<file path="config.mk">
export PLATFORM = sky130hd
export DESIGN_NAME = sector_protect_host
export DESIGN_NICKNAME = d
export VERILOG_FILES = /design/src/logic/sector_protect_pkg.sv /design/src/logic/pulse_timer.sv /design/src/logic/sector_protect_host.sv
export VERILOG_INCLUDE_DIRS = /design/src /design/src/logic
export SDC_FILE = /design/constraint.sdc
export NUM_CORES = 1
export LEC_CHECK = 0
export BUFFER_PORTS_ARGS = -buffer_cell sky130_fd_sc_hd__buf_2
export CORE_ASPECT_RATIO = 0.75
export CORE_MARGIN = 2
export CORE_UTILIZATION = 35
export DETAILED_ROUTE_END_ITERATION = 10
export GPL_TIMING_DRIVEN = 0
export SLEW_MARGIN = 30
export SYNTH_ARGS = -nofsm -noshare
export SYNTH_HDL_FRONTEND = slang
export SYNTH_HIERARCHICAL = 1
export SYNTH_SLANG_ARGS = --single-unit
export TNS_END_PERCENT = 50
</file>
<file path="constraint.sdc">
create_clock -name clock -period 7.6 [get_ports clock]
set_clock_uncertainty 0.05 [all_clocks]
set_input_delay 1.14 -clock clock [delete_from_list [all_inputs] [get_ports clock]]
set_output_delay 1.14 -clock clock [all_outputs]
set_load 0.005 [all_outputs]
</file>
<file path="src/logic/sector_protect_defines.svh">
// timing, field and offset constants for the sector protection controller
// Contract
// [RULE1] top-boot: decode A20..A12 into protection groups
// [RULE2] bottom-boot: mirrored group decode
// [RULE3] group sectors share one protect state
// [RULE4] protected sector refuses program and erase
// [RULE5] unprotect makes program and erase possible
// [RULE6] host holds reset high-voltage during procedure writes
// [RULE7] protect all sectors before first unprotect
// [RULE8] unprotect clears all; re-protect one by one
// [RULE9] delivered state is all unprotected
// [RULE10] protect state readable in identification mode
// [RULE11] status read returns 01h protected, 00h not
// [RULE12] boot protect low blocks outermost boot sectors
// [RULE13] outermost: lowest bottom-boot, highest top-boot
// [RULE14] boot protect high applies stored state
// [RULE15] high-voltage reset enters temporary unprotect
// [RULE16] removing high voltage restores prior protection
// [RULE17] temporary unprotect keeps boot sectors if pin low
// [RULE18] software command gives protect and temporary unprotect
// [RULE19] unlock cycles precede each program or erase
// [RULE20] low supply ignores writes, returns to read; the flash model takes supply as above lockout and drops no write for it
// [RULE21] glitches under 5ns start no write
// [RULE22] write needs chip/write enable low, output high
// [RULE23] power-up resets command machine to read
// [RULE24] protect state held non-volatile
`ifndef SECTOR_PROTECT_DEFINES_SVH
`define SECTOR_PROTECT_DEFINES_SVH

// avalon register offsets (byte addresses)
`define REG_CTRL 4'h0
`define REG_ADDR 4'h4
`define REG_DATA 4'h8
`define REG_STAT 4'hc

// control register fields
`define CTRL_GO 0
`define CTRL_CMD_LO 1
`define CTRL_CMD_HI 3
`define CTRL_HV 4
`define CTRL_WP 5

// commands
`define CMD_WRITE 3'h0
`define CMD_READ 3'h1
`define CMD_UNLOCK_WRITE 3'h2
`define CMD_STATUS 3'h3

// status answer of an identification read
`define STATUS_PROT 8'h01
`define STATUS_UNPROT 8'h00

// unlock sequence
`define UNLOCK_ADDR1 22'h000555
`define UNLOCK_DATA1 16'h00aa
`define UNLOCK_ADDR2 22'h0002aa
`define UNLOCK_DATA2 16'h0055
`define AUTOSEL_DATA 16'h0090
`define RESET_DATA 16'h00f0
`define STATUS_WORD_ADDR 22'h000002
`define SECTOR_SHIFT 11

// bus timing: pulse widths kept far above the glitch filter
`define CLOCK_NS 8
`define GLITCH_NS 5
`define PULSE_NS 70
`define PULSE_CYCLES ((`PULSE_NS + `CLOCK_NS - 1) / `CLOCK_NS)
`define SETUP_NS 20
`define SETUP_CYCLES ((`SETUP_NS + `CLOCK_NS - 1) / `CLOCK_NS)

`endif

</file>
<file path="src/logic/sector_protect_pkg.sv">
// types for the sector protection controller
package sector_protect_pkg;
  typedef enum logic [2:0] {st_idle, st_setup, st_strobe, st_hold, st_next} bus_state_e;
  typedef enum logic [2:0] {ph_u1, ph_u2, ph_cmd, ph_main, ph_exit} phase_e;
  typedef logic [21:0] flash_addr_t;
endpackage

</file>
<file path="src/logic/pulse_timer.sv">
// cycle counter giving a done pulse after a loaded count
`timescale 1ns/1ps
module pulse_timer #(
  parameter int WIDTH = 8
) (
  // clock and reset
  input wire logic clock,
  input wire logic rst_n,
  // control
  input wire logic load,
  input wire logic [WIDTH-1:0] count,
  output logic done
);
  logic [WIDTH-1:0] cnt_r;

  always_ff @(posedge clock or negedge rst_n)
  begin
    if (!rst_n)
    begin
      cnt_r <= '0;
    end
    else if (load)
    begin
      cnt_r <= count;
    end
    else if (cnt_r != '0)
    begin
      cnt_r <= cnt_r - 1'b1;
    end
  end

  assign done = (cnt_r == {{(WIDTH-1){1'b0}}, 1'b1});
endmodule // pulse_timer

</file>
<file path="src/logic/sector_protect_host.sv">
// host controller driving the flash bus for protection procedures
//
// Chosen here: the Avalon-MM interface to the registers and the register offsets.
`timescale 1ns/1ps
`include "sector_protect_defines.svh"
module sector_protect_host
  import sector_protect_pkg::*;
(
  // clock and reset
  input wire logic clock,
  input wire logic arst_n,
  // avalon-mm slave
  input wire logic [3:0] avs_address,
  input wire logic avs_read,
  input wire logic avs_write,
  input wire logic [31:0] avs_writedata,
  output logic [31:0] avs_readdata,
  output logic avs_waitrequest,
  // flash bus
  output logic [21:0] flash_addr,
  input wire logic [15:0] flash_dq_in,
  output logic [15:0] flash_dq_out,
  output logic flash_dq_oe,
  output logic ce_n,
  output logic oe_n,
  output logic we_n,
  output logic high_voltage_select_level,
  output logic boot_write_protect_pin
);
  // ------------------------------------------------------------
  // reset release
  // ------------------------------------------------------------
  logic [1:0] rst_sync_r;
  logic rst_n;

  always_ff @(posedge clock or negedge arst_n)
  begin
    if (!arst_n)
    begin
      rst_sync_r <= 2'h0;
    end
    else
    begin
      rst_sync_r <= {rst_sync_r[0], 1'b1};
    end
  end
  assign rst_n = rst_sync_r[1];

  // ------------------------------------------------------------
  // state
  // ------------------------------------------------------------
  typedef struct packed {
    bus_state_e bst;
    phase_e ph;
    logic [2:0] cmd;
    logic busy;
    logic hv;
    logic wp;
    flash_addr_t addr;
    logic [15:0] wdata;
    logic [15:0] rdata;
    logic prot;
    logic [31:0] rd;
    logic wait_n;
    flash_addr_t fa;
    logic [15:0] dq;
    logic dq_oe;
    logic ce_n;
    logic oe_n;
    logic we_n;
  } state_s;

  state_s s_r;
  state_s s_nxt;
  logic tload;
  logic [7:0] tcount;
  logic tdone;

  pulse_timer #(.WIDTH(8)) u_timer (
    .clock(clock),
    .rst_n(rst_n),
    .load(tload),
    .count(tcount),
    .done(tdone)
  );

  // decides whether the current step is a write or read cycle
  function automatic logic step_is_read(input phase_e ph, input logic [2:0] cmd);
    step_is_read = (ph == ph_main) && ((cmd == `CMD_READ) || (cmd == `CMD_STATUS));
  endfunction

  // ------------------------------------------------------------
  // next state
  // ------------------------------------------------------------
  always_comb
  begin
    s_nxt = s_r;
    tload = 1'b0;
    tcount = 8'h00;
    s_nxt.wait_n = 1'b0;
    // avalon: a write is taken while idle; busy holds waitrequest for writes, reads are still answered
    if (avs_write && !s_r.wait_n && !s_r.busy)
    begin
      s_nxt.wait_n = 1'b1;
      unique case (avs_address)
        `REG_CTRL:
        begin
          s_nxt.hv = avs_writedata[`CTRL_HV]; // [RULE6] [RULE15] [RULE16]
          s_nxt.wp = avs_writedata[`CTRL_WP]; // [RULE12] [RULE14] [RULE17]
          s_nxt.cmd = avs_writedata[`CTRL_CMD_HI:`CTRL_CMD_LO];
          if (avs_writedata[`CTRL_GO])
          begin
            s_nxt.busy = 1'b1;
            s_nxt.bst = st_setup;
            // unlock cycles come first for software procedures [RULE19] [RULE18]
            s_nxt.ph = (avs_writedata[`CTRL_CMD_HI:`CTRL_CMD_LO] == `CMD_UNLOCK_WRITE
              || avs_writedata[`CTRL_CMD_HI:`CTRL_CMD_LO] == `CMD_STATUS) ? ph_u1 : ph_main;
            tload = 1'b1;
            tcount = 8'(`SETUP_CYCLES);
          end
        end
        `REG_ADDR: s_nxt.addr = avs_writedata[21:0];
        `REG_DATA: s_nxt.wdata = avs_writedata[15:0];
        default: ;
      endcase
    end
    else if (avs_read && !s_r.wait_n)
    begin
      s_nxt.wait_n = 1'b1;
      unique case (avs_address)
        `REG_CTRL: s_nxt.rd = {26'h0, s_r.wp, s_r.hv, s_r.cmd, 1'b0};
        `REG_ADDR: s_nxt.rd = {10'h0, s_r.addr};
        `REG_DATA: s_nxt.rd = {16'h0, s_r.rdata};
        // status: busy and decoded protect state [RULE10] [RULE11]
        `REG_STAT: s_nxt.rd = {22'h0, s_r.prot, s_r.busy, s_r.rdata[7:0]};
        default: s_nxt.rd = 32'h0;
      endcase
    end

    // flash bus sequencer, a write needs ce and we low with oe high [RULE22]
    unique case (s_r.bst)
      st_idle: ;
      st_setup:
      begin
        s_nxt.ce_n = 1'b0;
        s_nxt.dq_oe = !step_is_read(s_r.ph, s_r.cmd);
        unique case (s_r.ph)
          ph_u1:
          begin
            s_nxt.fa = `UNLOCK_ADDR1;
            s_nxt.dq = `UNLOCK_DATA1;
          end
          ph_u2:
          begin
            s_nxt.fa = `UNLOCK_ADDR2;
            s_nxt.dq = `UNLOCK_DATA2;
          end
          ph_cmd:
          begin
            s_nxt.fa = `UNLOCK_ADDR1;
            s_nxt.dq = (s_r.cmd == `CMD_STATUS) ? `AUTOSEL_DATA : s_r.wdata;
          end
          ph_main:
          begin
            // sector group selected on the upper bits [RULE1] [RULE2] [RULE3]
            // one protect write per group, ordered by software [RULE7] [RULE8]
            s_nxt.fa = (s_r.cmd == `CMD_STATUS)
              ? ((s_r.addr & ~22'h0007ff) | `STATUS_WORD_ADDR) : s_r.addr;
            s_nxt.dq = s_r.wdata;
          end
          ph_exit:
          begin
            s_nxt.fa = s_r.addr;
            s_nxt.dq = `RESET_DATA;
          end
          default: ;
        endcase
        if (tdone)
        begin
          s_nxt.bst = st_strobe;
          // strobe far wider than the glitch filter [RULE21]
          tload = 1'b1;
          tcount = 8'(`PULSE_CYCLES);
        end
      end
      st_strobe:
      begin
        if (step_is_read(s_r.ph, s_r.cmd))
        begin
          s_nxt.oe_n = 1'b0;
        end
        else
        begin
          s_nxt.we_n = 1'b0;
        end
        if (tdone)
        begin
          s_nxt.bst = st_hold;
          if (step_is_read(s_r.ph, s_r.cmd))
          begin
            s_nxt.rdata = flash_dq_in;
            s_nxt.prot = (flash_dq_in[7:0] == `STATUS_PROT); // [RULE11]
          end
        end
      end
      st_hold:
      begin
        s_nxt.we_n = 1'b1;
        s_nxt.oe_n = 1'b1;
        s_nxt.bst = st_next;
      end
      st_next:
      begin
        s_nxt.ce_n = 1'b1;
        s_nxt.dq_oe = 1'b0;
        s_nxt.bst = st_setup;
        tload = 1'b1;
        tcount = 8'(`SETUP_CYCLES);
        unique case (s_r.ph)
          ph_u1: s_nxt.ph = ph_u2;
          ph_u2: s_nxt.ph = ph_cmd;
          ph_cmd: s_nxt.ph = ph_main;
          ph_main: s_nxt.ph = (s_r.cmd == `CMD_STATUS) ? ph_exit : ph_u1;
          ph_exit: s_nxt.ph = ph_u1;
          default: ;
        endcase
        if ((s_r.ph == ph_main && s_r.cmd != `CMD_STATUS) || s_r.ph == ph_exit)
        begin
          s_nxt.bst = st_idle;
          s_nxt.busy = 1'b0;
          tload = 1'b0;
        end
      end
      default: ;
    endcase
  end

  // ------------------------------------------------------------
  // registers
  // ------------------------------------------------------------
  always_ff @(posedge clock or negedge rst_n)
  begin
    if (!rst_n)
    begin
      s_r <= '{bst: st_idle, ph: ph_u1, cmd: 3'h0, busy: 1'b0, hv: 1'b0, wp: 1'b1,
               addr: 22'h0, wdata: 16'h0, rdata: 16'h0, prot: 1'b0, rd: 32'h0,
               wait_n: 1'b0, fa: 22'h0, dq: 16'h0, dq_oe: 1'b0, ce_n: 1'b1,
               oe_n: 1'b1, we_n: 1'b1};
    end
    else
    begin
      s_r <= s_nxt;
    end
  end

  assign avs_readdata = s_r.rd;
  assign avs_waitrequest = !s_r.wait_n;
  assign flash_addr = s_r.fa;
  assign flash_dq_out = s_r.dq;
  assign flash_dq_oe = s_r.dq_oe;
  assign ce_n = s_r.ce_n;
  assign oe_n = s_r.oe_n;
  assign we_n = s_r.we_n;
  assign high_voltage_select_level = s_r.hv;
  assign boot_write_protect_pin = s_r.wp;
endmodule // sector_protect_host

</file>
==> results.yml <==
synthesis:
  async_reset_ff_share_pct: 100
  synth-seq-area-share_pct: 52.7
  syn_inst: 603
  synth_edf_count: 0
  synth_top_family_by_area: "compound AO/OA/AOI/OAI gates"
  synthAdderAreaFrac_pct: 0.556
  synthMuxAreaShare_pct: 10.6
  synth_xor_area_share_pct: 0.260
  yosysWarnings: 6
  avgSynthCellArea_um2: 11.2
  ys_ff_latch: 142
  synth-simple-area-share_pct: 12.0
  synth_compound_area_share_pct: 12.5
  synth_area_um2: 6750
  synth-main-ff-cell: "dfrtp_1"
  synth_cell_types: 64
die:
  pin_count: 133
  initial_core_util_pct: 36.1
  num_rows: 43
  die-area_um2: 20400
  design.core.area_um2: 18700
  die_w_um: 164
  die_y_um: 124
final_layout:
  layout_commonest_cell: "dfrtp_1"
  fin_nets: 809
  area_delta_synth_final_pct: 23.4
  multi_input_area_um2: 2480
  final_cell_mix: "dfrtp_1 (137), buf_2 (122), buf_4 (73), nand2_1 (66), mux2_2 (53)"
  final_cell_area_um2: 8330
  diodes: 0
  drive_gt1_share_pct: 41.5
  fillers: 1737
  seqCellArea_um2: 3560
critical_path:
  critPathLaunch: "u_timer/cnt_r[4]"
  end_kind: "flop"
  r2r-start: "u_timer/cnt_r[4]"
  ff2ff_setup_slack_ns: 3.94
  critical_path_class: "flop to flop"
  critPathMaxFanout: 10
  crit_arrival_ns: 3.88
  rr_endpoint: "u_timer/cnt_r[5]"
  rr_worst_depth: 10
  cp-endpoint: "u_timer/cnt_r[5]"
  crit_path_start_kind: "flop"
  cp.required_ns: 7.82
route:
  drt_iter0_markers: 376
  first_pass_iters: 5
  ant_nets: 0
  wl_per_cell_um: 16.6
  vias: 4887
  drt_wl_total_mm: 16.8
  viasPerCell: 4.84
  drc: 0
run_status:
  outcome: "finished clean"
job:
  drv_cap: 0
grt:
  grt_overflow: 0
  antenna_found_initial: 0
  grt_usage_pct: 17.1
  grt_max_degree: 47
  grt_pass1_wl_mm: 26.7
  grt_pass1_vias: 4651
pwr:
  powerDensity_nw_per_um2: 324
  clockPowerShare_pct: 30.6
  seqPwrFrac_pct: 40.8
  finalPower_mw: 2.69
  combPwrFrac_pct: 28.6
  irDropWorstVdd_mv: 0.146
  leakagePower_nw: 4.09
  net-switching-power_uw: 888
  p_sw_share_pct: 32.9
  p_int_mw: 1.81
sta:
  hold_viol_final: 0
  finalSetupTns_ns: 0
  rsz0062_at_grt: "false"
  drv_slew: 0
  relSlewSlack_pct: 47.5
  period_share_pct: 48.2
  tightest_slew_ns: 0.786
  fmax_mhz: 273
  fin_crit_ns: 3.66
  final-setup-viol-count: 0
placement:
  io_buffers: 111
  hpwl_mm: 12.5
  post_dp_cell_area_um2: 7740
  routabilityCongestion: 0.793
clocking:
  hold_buffers: 0
  max-clock-path-buffers: 2
  cts_root_buf: "clkbuf_16"
  clk_latency_ns: 0.42
  cts.clk_slew.worst_paths_ns: 0.07
  cts.sinks: 142
  numCtsBuffers: 17
  cts_tree: "yes"
  post-cts-setup-buffer-count: 0
  htreeDepth: 4
  ctsResizeCount: 0
hold_path:
  holdCritPathClass: "flop to asynchronous set/reset pin"
==> worst max-delay path, stage by stage, from the launching register on <==
cell,delay (ns)
dfrtp_1,0.44
or3_1,0.36
clkbuf_1,0.18
nor4_1,0.67
nand2b_4,0.11
nor3_1,0.45
or3_1,0.21
a21boi_1,0.16
clkbuf_1,0.32
clkbuf_1,0.40
a221oi_1,0.16
==> kinds of logic (layout without fill, tap and decap cells) <==
group,count (synthesis),count (layout)
xor+xnor,2,2
buf+inv,111,257
compound gates,125,125
mux,61,61
flops,142,142
simple gates,157,157
other cells,2,16
fa+ha+maj,3,3
==> power by group through the flow <==
stage               Clock [mW]  Combinational (mW)  Sequential, mW
finish                   0.824               0.771            1.10
global route             0.876               0.862            1.13
CTS                      0.837               0.774            1.10
detailed placement           0               0.771            1.11
global placement             0               0.743            1.12
floorplan                    0               0.534            1.06
==> metal layers <==
layer / vias up / global-route usage [%] / wire [um]
met5: - / 0 / 0
met4: 0 / 4.33 / 94
met1: 2355 / 28.3 / 8980
met3: 9 / 2.64 / 1030
met2: 177 / 22.6 / 6710
li1: 2346 / - / -
==> how the worst min path moves through the flow <==
stage / start / to / cells past startpoint
2_1_floorplan: rst_sync_r[0] / rst_sync_r[1] / 0
3_3_place_gp: rst_sync_r[0] / rst_sync_r[1] / 0
3_5_place_dp: rst_sync_r[1] / s_r[86] / 0
4_1_cts: rst_sync_r[1] / s_r[86] / 0
5_1_grt: rst_sync_r[1] / s_r[86] / 0
6_report: rst_sync_r[1] / s_r[86] / 0
==> layout make-up <==
cell class,instances,share of cell area [%]
sequential,142,42.8
clock buffer,19,5.44
multi-input combinational,364,29.8
timing repair buffer,114,7.57
tap,247,3.71
inverter,8,0.361
clock inverter,13,1.58
buffer,103,8.75
==> flip-flops by register name, summed over array words and instances (netlist names), 2 cells and up <==
signal,count
s_r,66
avs_readdata,22
flash_addr,22
flash_dq_out,16
u_timer/cnt_r,8
rst_sync_r,2
==> per-stage QoR <==
stage / setup slack, ns / instances / hold slack, ns / utilization, %
2_1_floorplan: 3.31 / 617 / 0.281 / -
3_3_place_gp: 1.56 / 975 / 0.284 / 41.0
3_5_place_dp: 3.97 / 978 / 0.152 / 41.5
4_1_cts: 3.96 / 1010 / 0.166 / 44.6
5_1_grt: 3.63 / 1010 / 0.181 / 44.6
6_report: 3.94 / 1010 / 0.153 / 44.6
==> Yosys cell counts, types with 2 or more instances <==
cell type | instances | share of area, %
o31ai_1 | 4 | 0.45
nand4_1 | 2 | 0.19
nand2b_1 | 7 | 0.65
or4_4 | 2 | 0.33
nor4_1 | 3 | 0.28
a222oi_1 | 5 | 0.74
o211ai_1 | 2 | 0.22
mux2_4 | 8 | 1.8
or2_2 | 2 | 0.19
a22o_1 | 20 | 2.6
buf_6 | 5 | 0.83
a31oi_1 | 4 | 0.37
nor3b_1 | 2 | 0.22
buf_4 | 73 | 8.1
nand3b_1 | 2 | 0.22
o21ai_0 | 36 | 2.7
a21oi_1 | 22 | 1.6
nand3_1 | 16 | 1.2
dfstp_2 | 4 | 1.6
mux2_2 | 53 | 8.8
a211oi_1 | 2 | 0.22
nor2b_1 | 4 | 0.37
a221oi_1 | 3 | 0.39
nand2_1 | 66 | 3.7
a21o_1 | 5 | 0.56
dfrtp_1 | 138 | 51
xnor2_1 | 2 | 0.26
a22oi_1 | 10 | 1.1
nor3_1 | 6 | 0.45
inv_1 | 8 | 0.45
or3_1 | 3 | 0.28
and2_1 | 2 | 0.19
clkbuf_1 | 12 | 0.67
buf_2 | 11 | 0.82
nor2_1 | 25 | 1.4
o21a_1 | 2 | 0.22
nor4b_1 | 2 | 0.26
conb_1 | 2 | 0.11
ha_1 | 3 | 0.56
Note: power is estimated with default switching activity, not from simulation.
